### src/core/stp_map.vh
// Purpose: constants for the step/dir and chopper configuration block
// Assumes: 20-bit serial words, MSB first, addressed by their top bits
// Notes: timing counts are in system clock periods
`ifndef STP_MAP_VH
`define STP_MAP_VH

// ============================================================
// word layout
`define STP_WORD_W      20
`define STP_ADDR_DRV    2'b00
`define STP_ADDR_CHOP   3'b100
`define STP_ADDR_DCONF  3'b111
`define STP_SERIAL_DIRECT_CURRENT_MODE_BIT   7
`define STP_INTERP_BIT  9
`define STP_DOUBLE_EDGE_STEP_BIT   8
`define STP_MICROSTEP_RESOLUTION_HI     3
`define STP_MICROSTEP_RESOLUTION_LO     0
`define STP_TBL_HI      16
`define STP_TBL_LO      15
`define STP_CHM_BIT     14
`define STP_RND_BIT     13
`define STP_HYST_DECREMENT_SEL_HI     12
`define STP_HYST_DECREMENT_SEL_LO     11
`define STP_HYST_START_VALUE_HI    6
`define STP_HYST_START_VALUE_LO    4
`define STP_SLOW_DECAY_TIME_HI     3
`define STP_SLOW_DECAY_TIME_LO     0

// ============================================================
// reset values
`define STP_DRV_RST     20'h00000
`define STP_CHOP_RST    20'h00000
`define STP_SERIAL_DIRECT_CURRENT_MODE_RST   1'b0

// ============================================================
// timing counts
`define STP_BLANK_0     6'h10
`define STP_BLANK_1     6'h18
`define STP_BLANK_2     6'h24
`define STP_BLANK_3     6'h36
`define STP_DEC_0       7'h10
`define STP_DEC_1       7'h20
`define STP_DEC_2       7'h30
`define STP_DEC_3       7'h40
`define STP_OFF_BASE    10'h00C
`define STP_RND_SHIFT   10'h00C
`define STP_INTERP_N    5'h10
`define STP_FULLSTEP    4'h8

`endif

### src/core/stp_chop.v
// Purpose: chopper phase sequencer driven by the chopper word fields
// Assumes: comparator inputs already synchronised to sys_clk
// Notes: hysteresis shaping itself lies outside; only its decrement tick
`timescale 1ns/1ps
`default_nettype none
`include "stp_map.vh"

module stp_chop (
	input  wire       sys_clk,
	input  wire       rst_n,
	input  wire [1:0] blank_time,
	input  wire       chopper_mode_select,
	input  wire       random_off_time,
	input  wire [1:0] hyst_decrement_sel,
	input  wire [2:0] hyst_start_value,
	input  wire [3:0] slow_decay_time,
	input  wire       peak_hit,
	input  wire       neg_hit,
	output reg        bridge_on,
	output reg        fast_decay,
	output reg        slow_decay,
	output reg        blank_active,
	output reg        hyst_dec_tick
);

	localparam ST_OFF  = 2'b00;
	localparam ST_ON   = 2'b01;
	localparam ST_FAST = 2'b10;
	localparam ST_SLOW = 2'b11;

	reg [1:0] state;
	reg [9:0] cnt;
	reg [5:0] blank_cnt;
	reg [6:0] dec_cnt;
	reg [7:0] lfsr;
	reg [5:0] blank_len;
	reg [6:0] dec_len;
	reg [9:0] off_len;
	reg [9:0] fast_len;
	wire      comp_ends;

	// ============================================================
	// interval decode
	always @* begin
		case (blank_time)
		2'b00:   blank_len = `STP_BLANK_0;
		2'b01:   blank_len = `STP_BLANK_1;
		2'b10:   blank_len = `STP_BLANK_2;
		default: blank_len = `STP_BLANK_3;
		endcase
		case (hyst_decrement_sel)
		2'b00:   dec_len = `STP_DEC_0;
		2'b01:   dec_len = `STP_DEC_1;
		2'b10:   dec_len = `STP_DEC_2;
		default: dec_len = `STP_DEC_3;
		endcase
		off_len = `STP_OFF_BASE + {1'b0, slow_decay_time, 5'h00};
		// jitter of -12..+3 clocks keeps the chopper off a fixed tone
		if (random_off_time)
			off_len = off_len + {6'h00, lfsr[3:0]} - `STP_RND_SHIFT;
		fast_len = {1'b0, hyst_decrement_sel[0], hyst_start_value, 5'h00};
	end

	// with the upper decrement bit set only the timer ends fast decay
	assign comp_ends = !hyst_decrement_sel[1] && neg_hit;

	// ============================================================
	// phase sequencer
	always @(posedge sys_clk) begin
		if (!rst_n) begin
			state     <= ST_OFF;
			cnt       <= 10'h000;
			blank_cnt <= 6'h00;
			lfsr      <= 8'hA5;
		end else begin
			lfsr <= {lfsr[6:0], lfsr[7] ^ lfsr[5] ^ lfsr[4] ^ lfsr[3]};
			if (blank_cnt != 6'h00)
				blank_cnt <= blank_cnt - 6'h01;
			if (slow_decay_time == 4'h0) begin
				state <= ST_OFF;
			end else begin
				case (state)
				ST_OFF: begin
					state     <= ST_ON;
					blank_cnt <= blank_len;
				end
				ST_ON: begin
					if (blank_cnt == 6'h00 && peak_hit) begin
						if (chopper_mode_select && fast_len != 10'h000) begin
							state <= ST_FAST;
							cnt   <= fast_len;
						end else begin
							state <= ST_SLOW;
							cnt   <= off_len;
						end
					end
				end
				ST_FAST: begin
					if (cnt <= 10'h001 || comp_ends) begin
						state <= ST_SLOW;
						cnt   <= off_len;
					end else begin
						cnt <= cnt - 10'h001;
					end
				end
				default: begin
					if (cnt <= 10'h001) begin
						state     <= ST_ON;
						blank_cnt <= blank_len;
					end else begin
						cnt <= cnt - 10'h001;
					end
				end
				endcase
			end
		end
	end

	// ============================================================
	// decrement tick and registered outputs
	always @(posedge sys_clk) begin
		if (!rst_n) begin
			dec_cnt       <= 7'h00;
			hyst_dec_tick <= 1'b0;
			bridge_on     <= 1'b0;
			fast_decay    <= 1'b0;
			slow_decay    <= 1'b0;
			blank_active  <= 1'b0;
		end else begin
			hyst_dec_tick <= 1'b0;
			if (chopper_mode_select || state == ST_OFF) begin
				dec_cnt <= 7'h00;
			end else if (dec_cnt + 7'h01 >= dec_len) begin
				dec_cnt       <= 7'h00;
				hyst_dec_tick <= 1'b1;
			end else begin
				dec_cnt <= dec_cnt + 7'h01;
			end
			bridge_on    <= state == ST_ON;
			fast_decay   <= state == ST_FAST;
			slow_decay   <= state == ST_SLOW;
			blank_active <= state == ST_ON && blank_cnt != 6'h00;
		end
	end

endmodule
`default_nettype wire

### src/core/stp_drv.v
// Purpose: serial configuration, step decoding and chopper control
// Assumes: all pins asynchronous to sys_clk, sys_clk far faster than sck
// Notes: write-only words; a word takes effect when chip select rises
//
// Summary of operation
// with serial direct-current mode clear, the step/dir inputs are live.
// words with bits 19 and 18 zero load the driver control word.
// interpolation bit 9 turns each step into 16 sub-steps.
// double-edge bit 8 makes both step edges advance position.
// resolution 0 gives 256 microsteps per quarter, halving to 1 at 8.
// words with bits 19..17 equal 100 load the chopper word.
// blanking codes give 16, 24, 36 or 54 clocks.
// mode bit 14 picks hysteresis or constant off-time chopping.
// constant off-time fast decay follows on phase, ends at negative peak.
// random bit 13 jitters the slow decay time by a few clocks.
// standard mode decrement codes give 16, 32, 48 or 64 clocks.
// upper decrement bit clear lets comparator end fast decay.
// upper decrement bit set lets only the timer end fast decay.
// controller writes zeros into reserved driver control bits.
`timescale 1ns/1ps
`default_nettype none
`include "stp_map.vh"

module stp_drv #(
	parameter INTERP_GAP = 8
) (
	input  wire       sys_clk,
	input  wire       rst_n,
	input  wire       spi_sck,
	input  wire       spi_cs_n,
	input  wire       spi_sdi,
	input  wire       step_in,
	input  wire       dir_in,
	input  wire       peak_in,
	input  wire       neg_in,
	output wire       step_mode_active,
	output wire       step_interp_enable,
	output wire       double_edge_step,
	output wire [3:0] microstep_resolution,
	output reg  [9:0] ustep_pos,
	output reg        ustep_evt,
	output wire       chopper_mode_select,
	output wire       bridge_on,
	output wire       fast_decay,
	output wire       slow_decay,
	output wire       blank_active,
	output wire       hyst_dec_tick
);

	// ============================================================
	// pin synchronisers
	// order: sck, cs_n, sdi, step, dir, peak, neg
	reg [6:0] pin_s1;
	reg [6:0] pin_s2;
	reg [6:0] pin_d;

	always @(posedge sys_clk) begin
		if (!rst_n) begin
			pin_s1 <= 7'h02;
			pin_s2 <= 7'h02;
			pin_d  <= 7'h02;
		end else begin
			pin_s1 <= {neg_in, peak_in, dir_in, step_in,
				spi_sdi, spi_cs_n, spi_sck};
			pin_s2 <= pin_s1;
			pin_d  <= pin_s2;
		end
	end

	wire sck_rise  = pin_s2[0] && !pin_d[0];
	wire cs_low    = !pin_s2[1];
	wire cs_rise   = pin_s2[1] && !pin_d[1];
	wire sdi_s     = pin_s2[2];
	wire step_s    = pin_s2[3];
	wire step_prev = pin_d[3];
	wire dir_s     = pin_s2[4];
	wire peak_s    = pin_s2[5];
	wire neg_s     = pin_s2[6];

	// ============================================================
	// serial receiver
	// longer frames keep the last 20 bits; shorter ones are dropped
	reg [19:0] shift;
	reg [4:0]  bit_cnt;
	reg [19:0] driver_control_word;
	reg [19:0] chopper_config_word;
	// held inverted so the mode output leaves a flip-flop directly
	reg        step_mode_on;

	always @(posedge sys_clk) begin
		if (!rst_n) begin
			shift   <= 20'h00000;
			bit_cnt <= 5'h00;
		end else if (cs_low && sck_rise) begin
			shift <= {shift[18:0], sdi_s};
			if (bit_cnt != `STP_WORD_W)
				bit_cnt <= bit_cnt + 5'h01;
		end else if (!cs_low) begin
			bit_cnt <= 5'h00;
		end
	end

	wire word_done = cs_rise && bit_cnt == `STP_WORD_W;

	// ============================================================
	// register decode
	always @(posedge sys_clk) begin
		if (!rst_n) begin
			driver_control_word        <= `STP_DRV_RST;
			chopper_config_word        <= `STP_CHOP_RST;
			step_mode_on               <= !`STP_SERIAL_DIRECT_CURRENT_MODE_RST;
		end else if (word_done) begin
			if (shift[19:18] == `STP_ADDR_DRV)
				driver_control_word <= shift;
			if (shift[19:17] == `STP_ADDR_CHOP)
				chopper_config_word <= shift;
			if (shift[19:17] == `STP_ADDR_DCONF)
				step_mode_on <= !shift[`STP_SERIAL_DIRECT_CURRENT_MODE_BIT];
		end
	end

	// reserved bits are stored as written; the controller keeps them zero

	assign step_mode_active     = step_mode_on;
	assign step_interp_enable   = driver_control_word[`STP_INTERP_BIT];
	assign double_edge_step     = driver_control_word[`STP_DOUBLE_EDGE_STEP_BIT];
	assign microstep_resolution =
		driver_control_word[`STP_MICROSTEP_RESOLUTION_HI:`STP_MICROSTEP_RESOLUTION_LO];
	assign chopper_mode_select  = chopper_config_word[`STP_CHM_BIT];

	// ============================================================
	// step edge decode
	reg step_evt;

	always @(posedge sys_clk) begin
		if (!rst_n)
			step_evt <= 1'b0;
		else if (!step_mode_active)
			step_evt <= 1'b0;
		else if (double_edge_step)
			step_evt <= step_s != step_prev;
		else
			step_evt <= step_s && !step_prev;
	end

	wire sub_evt;

	stp_interp #(
		.GAP (INTERP_GAP)
	) u_interp (
		.sys_clk   (sys_clk),
		.rst_n     (rst_n),
		.step_evt  (step_evt),
		.interp_en (step_interp_enable),
		.sub_evt   (sub_evt)
	);

	// ============================================================
	// microstep position
	// table position counts 1024 per electrical period
	function [9:0] step_inc;
		input [3:0] res;
		input       interp;
		reg   [3:0] r;
		reg   [9:0] full;
		begin
			r = (res > `STP_FULLSTEP) ? `STP_FULLSTEP : res;
			full = 10'h001 << r;
			if (interp && full > 10'h00F)
				step_inc = full >> 4;
			else
				step_inc = interp ? 10'h001 : full;
		end
	endfunction

	// position moves by the grid step from its current value; it is not aligned to the chosen grid
	always @(posedge sys_clk) begin
		if (!rst_n) begin
			ustep_pos <= 10'h000;
			ustep_evt <= 1'b0;
		end else begin
			ustep_evt <= sub_evt;
			if (sub_evt) begin
				if (dir_s)
					ustep_pos <= ustep_pos - step_inc(
						microstep_resolution, step_interp_enable);
				else
					ustep_pos <= ustep_pos + step_inc(
						microstep_resolution, step_interp_enable);
			end
		end
	end

	// ============================================================
	// chopper
	stp_chop u_chop (
		.sys_clk             (sys_clk),
		.rst_n               (rst_n),
		.blank_time          (chopper_config_word[`STP_TBL_HI:`STP_TBL_LO]),
		.chopper_mode_select (chopper_mode_select),
		.random_off_time     (chopper_config_word[`STP_RND_BIT]),
		.hyst_decrement_sel  (
			chopper_config_word[`STP_HYST_DECREMENT_SEL_HI:`STP_HYST_DECREMENT_SEL_LO]),
		.hyst_start_value    (
			chopper_config_word[`STP_HYST_START_VALUE_HI:`STP_HYST_START_VALUE_LO]),
		.slow_decay_time     (
			chopper_config_word[`STP_SLOW_DECAY_TIME_HI:`STP_SLOW_DECAY_TIME_LO]),
		.peak_hit            (peak_s),
		.neg_hit             (neg_s),
		.bridge_on           (bridge_on),
		.fast_decay          (fast_decay),
		.slow_decay          (slow_decay),
		.blank_active        (blank_active),
		.hyst_dec_tick       (hyst_dec_tick)
	);

endmodule
`default_nettype wire

### src/core/stp_interp.v
// Purpose: multiplies each step event into a burst of sub-steps
// Assumes: step events are one-cycle pulses on sys_clk
// Notes: a new step restarts the burst; unfinished sub-steps are dropped
`timescale 1ns/1ps
`default_nettype none
`include "stp_map.vh"

module stp_interp #(
	parameter GAP = 8
) (
	input  wire       sys_clk,
	input  wire       rst_n,
	input  wire       step_evt,
	input  wire       interp_en,
	output reg        sub_evt
);

	// ============================================================
	// burst counter
	reg [4:0]  remaining;
	reg [15:0] gap_cnt;

	always @(posedge sys_clk) begin
		if (!rst_n) begin
			remaining <= 5'h00;
			gap_cnt   <= 16'h0000;
			sub_evt   <= 1'b0;
		end else if (step_evt && !interp_en) begin
			remaining <= 5'h00;
			sub_evt   <= 1'b1;
		end else if (step_evt) begin
			// first sub-step at once, then one every GAP cycles
			remaining <= `STP_INTERP_N - 5'h01;
			gap_cnt   <= GAP[15:0];
			sub_evt   <= 1'b1;
		end else if (remaining != 5'h00 && gap_cnt <= 16'h0001) begin
			remaining <= remaining - 5'h01;
			gap_cnt   <= GAP[15:0];
			sub_evt   <= 1'b1;
		end else begin
			if (gap_cnt != 16'h0000)
				gap_cnt <= gap_cnt - 16'h0001;
			sub_evt <= 1'b0;
		end
	end

endmodule
`default_nettype wire

### config.mk
export PLATFORM = sky130hd
export DESIGN_NAME = stp_drv
export DESIGN_NICKNAME = d
export VERILOG_FILES = /design/src/core/stp_chop.v /design/src/core/stp_drv.v /design/src/core/stp_interp.v
export VERILOG_INCLUDE_DIRS = /design/src /design/src/core
export SDC_FILE = /design/constraint.sdc
export NUM_CORES = 1
export LEC_CHECK = 0
export BUFFER_PORTS_ARGS = -buffer_cell sky130_fd_sc_hd__buf_2
export CAP_MARGIN = 20
export CORE_ASPECT_RATIO = 2
export CORE_MARGIN = 2
export CORE_UTILIZATION = 40
export DETAILED_ROUTE_END_ITERATION = 6
export PLACE_DENSITY = 0.65
export SETUP_SLACK_MARGIN = 0.5
export SYNTH_ARGS = -nofsm -noshare
export SYNTH_HDL_FRONTEND = slang
export SYNTH_SLANG_ARGS = --single-unit
### constraint.sdc
create_clock -name sys_clk -period 7.2 [get_ports sys_clk]
set_input_delay 0.36 -clock sys_clk [delete_from_list [all_inputs] [get_ports sys_clk]]
set_output_delay 0.36 -clock sys_clk [all_outputs]
set_load 0.01 [all_outputs]
; ---- Word level (Yosys, flattened, before mapping)
; Index checks and enable logic that the tools add are counted.
[totals]
ff_bits = 143
[op_classes]
n_addsub = 11
order_cmp = 5
eq_ne = 16
shifts = 1
n_mux = 40
bitwise_logic = 7
reduce_logical = 49
[op_table]
columns = operator, n
row1 = 10-bit two-way mux, 14
row2 = 16-bit two-way mux, 3
row3 = 10-bit one-hot mux with 3 select lines, 1
row4 = 7-bit one-hot mux with 3 select lines, 1
row5 = 6-bit two-way mux, 3
row6 = 6-bit one-hot mux with 3 select lines, 1
row7 = 16-bit by 1-bit less-or-equal comparator with 1-bit output (second input constant), 1
row8 = 16-bit nonzero test, 1
row9 = 16-bit by 1-bit subtractor with 16-bit output (second input constant), 1
row10 = 5-bit two-way mux, 3
row11 = 1-bit logical AND, 12
row12 = 4-bit two-way mux, 3
row13 = 6-bit one-hot mux with 2 select lines, 1
row14 = 2-bit AND reduction, 6
row15 = 10-bit adder, 1
row16 = 10-bit by 4-bit adder with 10-bit output, 1
row17 = 4-bit by 9-bit adder with 10-bit output (first input constant), 1
row18 = 10-bit by 4-bit greater-than comparator with 1-bit output (second input constant), 1
row19 = 10-bit by 1-bit less-or-equal comparator with 1-bit output (second input constant), 1
row20 = 10-bit nonzero test, 1
row21 = 1-bit by 4-bit left shift with 10-bit output (first input constant), 1
row22 = 10-bit by 1-bit subtractor with 10-bit output (second input constant), 1
row23 = 10-bit subtractor, 1
row24 = 10-bit by 4-bit subtractor with 10-bit output (second input constant), 1
row25 = 33 further kinds, 68

; ---- Depth between registers and ports, before layout
[depth]
ltp_word = 11
depth_mapped = 15
mapped_depth_nobuf = 14

; ---- By module
; A second synthesis with hierarchy kept.
[unflattened]
hier_cells = 744
area_unflattened_um2 = 6602.6
[modules_own_cells]
columns = module, instances, cells_each, area_per_inst_um2, seq_area_each_um2
row1 = stp_drv, 1, 365, 3350.7, 1481.4
row2 = stp_chop, 1, 241, 2085.8, 760.7
row3 = stp_interp, 1, 138, 1166.1, 440.4

; ---- Least setup slack after synthesis
; No wires, ideal clock.
[synth_path]
path_type = reg-to-reg
from = reg driver_control_word[9]
to = reg ustep_pos[9]
setup_ns = 0.078
arrival_time_ns = 2.904
t_required_ns = 7.122
setup_slack_ns = 4.218
stages_incl_launch_ff = 14
synth_period_minus_slack_ns = 2.982
cell_sequence = dfxtp_1 -> clkbuf_1 -> nand2b_1 -> and2_1 -> nand3_1 -> ha_1 -> a21oi_1 -> ha_1 -> nor2b_1 -> o31a_1 -> o221ai_1 -> a21oi_1 -> o31a_1 -> nor3_1
[synth_between]
elab_chain_len = 7
elab_cells_between_ends = 12
[synth_lines]
columns = item, line
row1 = "start, declared", stp_drv.v:85  ; reg [19:0] driver_control_word;
row2 = "start signal, assigned", stp_drv.v:109  ; driver_control_word <= `STP_DRV_RST;
row3 = "start signal, assigned", stp_drv.v:114  ; driver_control_word <= shift;
row4 = 10-bit two-way mux / 1-bit logical AND (equally long branches), "stp_drv.v:172, stp_drv.v:169"
row5 = 10-bit two-way mux (*), stp_drv.v:169  ; if (interp && full > 10'h00F)
row6 = 10-bit two-way mux, stp_drv.v:184  ; if (dir_s)
row7 = 10-bit two-way mux, stp_drv.v:183  ; if (sub_evt) begin
row8 = 10-bit two-way mux, stp_drv.v:178  ; if (!rst_n) begin
row9 = 10-bit adder / 10-bit subtractor (equally long branches), "stp_drv.v:188, stp_drv.v:185"
row10 = 10-bit two-way mux (*), stp_drv.v:184
row11 = "end signal, assigned", stp_drv.v:185  ; ustep_pos <= ustep_pos - step_inc(
row12 = "end signal, assigned", stp_drv.v:188  ; ustep_pos <= ustep_pos + step_inc(
row13 = "end, declared", stp_drv.v:40  ; output reg [9:0] ustep_pos,
; Mark *: on every way between the ends. The rest lies on a longest branch, timed or not. The select of a mux whose other input is x is not followed.
; A chain may end at the register's enable or synchronous reset.

; ---- Worst setup path after layout
; Same ends and word-level chain as after synthesis.

==> run summary <==
=====================================================================================
Run status .............................................................    completed
Pin count of the biggest net entering global routing ...................           58
Critical path required time ............................................      7.54 ns
Cell at the root of the clock tree .....................................    clkbuf_16
ANT nets after route ...................................................            0
Number of flops mapped to enable cells by yosys ........................            0
Seq cells post-synth ...................................................          134
Maximum vdd ir drop ....................................................    0.1752 mV
CP max stage cell ......................................................      dfxtp_1
Number of placed instances with taps included ..........................          943
Transition at the pin with the smallest max-transition slack ...........    0.8070 ns
Asr flop ratio synth ...................................................           0%
Shortest period the worst path allows ..................................     3.118 ns
Buffers added on ports .................................................           32
Starting density of the core ...........................................       40.58%
Critical path startpoint category ......................................    flip-flop
Wire length of the first global-routing pass ...........................     23830 µm
Cells traversed along the worst timing path ............................ nand2b_1, nand2_1, a21oi_1, inv_1, ha_1, a21oi_1, ha_1, nor2b_1, o31a_1, o221ai_1, a21oi_1, o31a_1, nor3_1
Number of maximum-capacitance violations ...............................            0
Clock-pin slew of the registers on the worst-case setup and hold paths .      0.06 ns
Peak clock frequency supported by timing ...............................   0.3207 GHz
Most instantiated flip-flop cell in the synthesis netlist ..............      dfxtp_1
Number of distinct library cells after synthesis .......................           73
Global-route congestion overflow total .................................            0
Sinks on the clock net .................................................          134
Largest clock skew in the final design .................................  0.008585 ns
Floorplan die area .....................................................    17010 µm²
Highest-count cells in the layout ignoring fill and taps ............... dfxtp_1 (134), nor2_1 (87), nand2_1 (80)
Syn_area_per_cell ......................................................    8.643 µm²
Cells resized by post-CTS repair .......................................            0
Vias/cell ..............................................................        5.262
Reg-to-reg setup timing slack ..........................................      4.08 ns
Final hold violations ..................................................            0
Row count ..............................................................           65
Class of the worst hold path ........................................... primary input to flip-flop
Number of DRC markers in iteration 0 ...................................          171
Cell area after synthesis ..............................................     6370 µm²
Final cell area excluding filler cells .................................     7311 µm²
Part of the Yosys area used for sequential elements ....................       42.11%
Number of clock buffers inserted by TritonCTS ..........................           17
DIE WIDTH ..............................................................     93.23 µm
Maximum fanout count along the critical path ...........................           13
Critical path's most frequent cell .....................................      a21oi_1
Fraction of layout instances using a drive strength above 1 ............       11.23%
Setup repair after global routing missed its margin ....................        false
Synthesis Warnings .....................................................            0
Worst setup slack after placement ......................................     4.060 ns
Aggregate routed wire length ...........................................     13940 µm
Number of hold buffers added after cts .................................            0
Average detailed-routed wire length per instance .......................     14.28 µm
Placement Cell Area ....................................................     6658 µm²
Total power of the final layout ........................................   0.002271 W
Gr usage total .........................................................       17.59%
Post-CTS Setup Inserts .................................................            0
Final clock period utilization by the worst path .......................       43.31%
Final Non-Filler Cells .................................................          976
Critical path endpoint category ........................................    flip-flop
Number of nets in the layout ...........................................          803
Path type of the worst setup path ...................................... flip-flop to flip-flop
Most common library cell in the layout ignoring fill and taps ..........      dfxtp_1
Clock power share ......................................................        41.3%
Remaining DRCs .........................................................            0
Gpl congestion .........................................................       0.8647
I/O Pins ...............................................................           33
Std-Cell Core Area .....................................................    15700 µm²
Bufs on Longest Clock Path .............................................            2
Arrival time at the worst endpoint .....................................      3.46 ns
Clock tree from TritonCTS ..............................................         done
Filler instances .......................................................         1537
Count of final max-slew check failures .................................            0
Overall via count from detail_route ....................................         5136
Detailed-router iteration count before antenna repair ..................            4
Antenna violations before repair .......................................            0
Vias in the first global route .........................................         4984
Delay of the slowest cell on the worst path ............................      0.53 ns
Max transition margin ..................................................       45.63%
Die height .............................................................     182.5 µm
Switching share of power ...............................................       29.19%
Post-Syn Instances .....................................................          737
Skew-Pair Late Insertion Delay .........................................      0.42 ns
Ratio of total power to cell area ...................................... 310.7 nW/µm²
Internal power component ...............................................   0.001608 W
Setup TNS ..............................................................         0 ns
Layout overhead on the synthesized area ................................       14.77%
H-tree depth ...........................................................            4
Hpwl dp ................................................................     10120 µm
Setup ws final .........................................................     4.082 ns
Count of final setup violators .........................................            0
Net Switching ..........................................................  0.0006630 W
Synth Net Count ........................................................          778
Share of power burned in combinational logic ...........................        20.4%
Static power due to leakage ............................................     2.875 nW
Sequential Power Share .................................................        38.3%
Antenna diode instance count ...........................................            0
=====================================================================================
## logic make-up (layout without fill, tap and decap cells)
family | after synthesis | after routing | synth area share (%)
and+or+nand+nor | 307 | 307 | 24.59
AOI/OAI and AO/OA | 145 | 145 | 14.22
DFF | 134 | 134 | 42.11
buffers and inverters | 60 | 98 | 4.085
xor gates and xnor gates | 35 | 35 | 4.813
adders and majority gates | 32 | 32 | 6.403
muxes | 24 | 24 | 3.771
## per-layer routing
| layer | vias to the layer above | routed length [µm] | part of all wire [%] | global-route usage, % |
|---|---|---|---|---|
| met3 | 23 | 333 | 2.4 | 3.840 |
| met1 | 2423 | 5439 | 39 | 18.62 |
| met5 | - | 0 | 0 | 0 |
| li1 | 2605 | - | - | - |
| met2 | 85 | 7801 | 56 | 32.23 |
| met4 | 0 | 361 | 2.6 | 8.294 |
## critical path: cells and delay by family, from the launching register on
kind,cells,cell delay (ns)
compound gates,6,1.41
fa+ha+maj,2,0.54
buf+inv,1,0.07
flops,1,0.53
simple gates,4,0.48
## registers in the layout (all words and copies together), names as in the netlist, 7 cells and up
name,count
shift,20
u_interp.gap_cnt,16
chopper_config_word,13
u_chop.cnt,10
ustep_pos,10
u_chop.lfsr,8
pin_s1,7
pin_s2,7
u_chop.dec_cnt,7
## final timing paths
kind                                                     startpoint                         to  cells past startpoint
worst max register to register  driver_control_word[9]$_SDFFE_PN0P_  ustep_pos[9]$_SDFFE_PN0P_                     13
worst min register to register                 pin_s1[1]$_SDFF_PN1_       pin_s2[1]$_SDFF_PN1_                      1
worst max-delay path            driver_control_word[9]$_SDFFE_PN0P_  ustep_pos[9]$_SDFFE_PN0P_                     13
worst min-delay path                                       spi_cs_n       pin_s1[1]$_SDFF_PN1_                      2
## cells in the mapped netlist (all sizes together) (3+ instances only)
cell | instances | share of area [%]
a21o | 4 | 0.47
nor2 | 87 | 5.1
nand4 | 3 | 0.29
xnor2 | 14 | 1.9
nand2 | 80 | 4.7
buf | 11 | 1.2
clkbuf | 18 | 1.1
ha | 31 | 6.1
dfxtp | 134 | 42
o21a | 3 | 0.35
nand2b | 16 | 1.6
xor2 | 21 | 2.9
o211ai | 3 | 0.35
a31oi | 6 | 0.59
and3 | 5 | 0.49
or3 | 10 | 1.1
mux2i | 24 | 3.8
and2 | 25 | 2.5
o21ai | 32 | 2.6
a211oi | 7 | 0.90
nor3 | 21 | 1.8
nor4 | 8 | 1.3
a21boi | 3 | 0.35
a21oi | 59 | 4.6
nand3 | 19 | 1.5
inv | 31 | 1.8
nor3b | 7 | 0.90
nor2b | 7 | 0.69
or2 | 5 | 0.49
## through the flow
stage / util [%] / hold slack [ns]
floorplan: - / 0.3863
global route: 46.58 / 0.1321
finish: 46.58 / 0.1255
CTS: 46.50 / 0.1115
global placement: 42.42 / 0.3899
detailed placement: 42.42 / 0.3971
## area by class of cell
class / instances / area, µm² / share of cell area [%]
well taps: 201 / 251.5 / 3.440
clock buffers: 17 / 425.4 / 5.819
multi-input cells: 543 / 3432 / 46.95
repair buffers: 35 / 186.4 / 2.550
clock inverters: 15 / 216.5 / 2.961
inverters: 31 / 116.4 / 1.592
flip-flops and latches: 134 / 2683 / 36.69
## power by group through the flow
stage | logic [W] | registers [W] | clock network [W]
2_1_floorplan | 0.000390 | 0.000869 | 0
3_3_place_gp | 0.000459 | 0.000884 | 0
3_5_place_dp | 0.000466 | 0.000885 | 0
4_1_cts | 0.000469 | 0.000869 | 0.000961
5_1_grt | 0.000522 | 0.000878 | 0.000995
6_report | 0.000464 | 0.000869 | 0.000938
No activity file was read; power rests on OpenSTA's default activity.
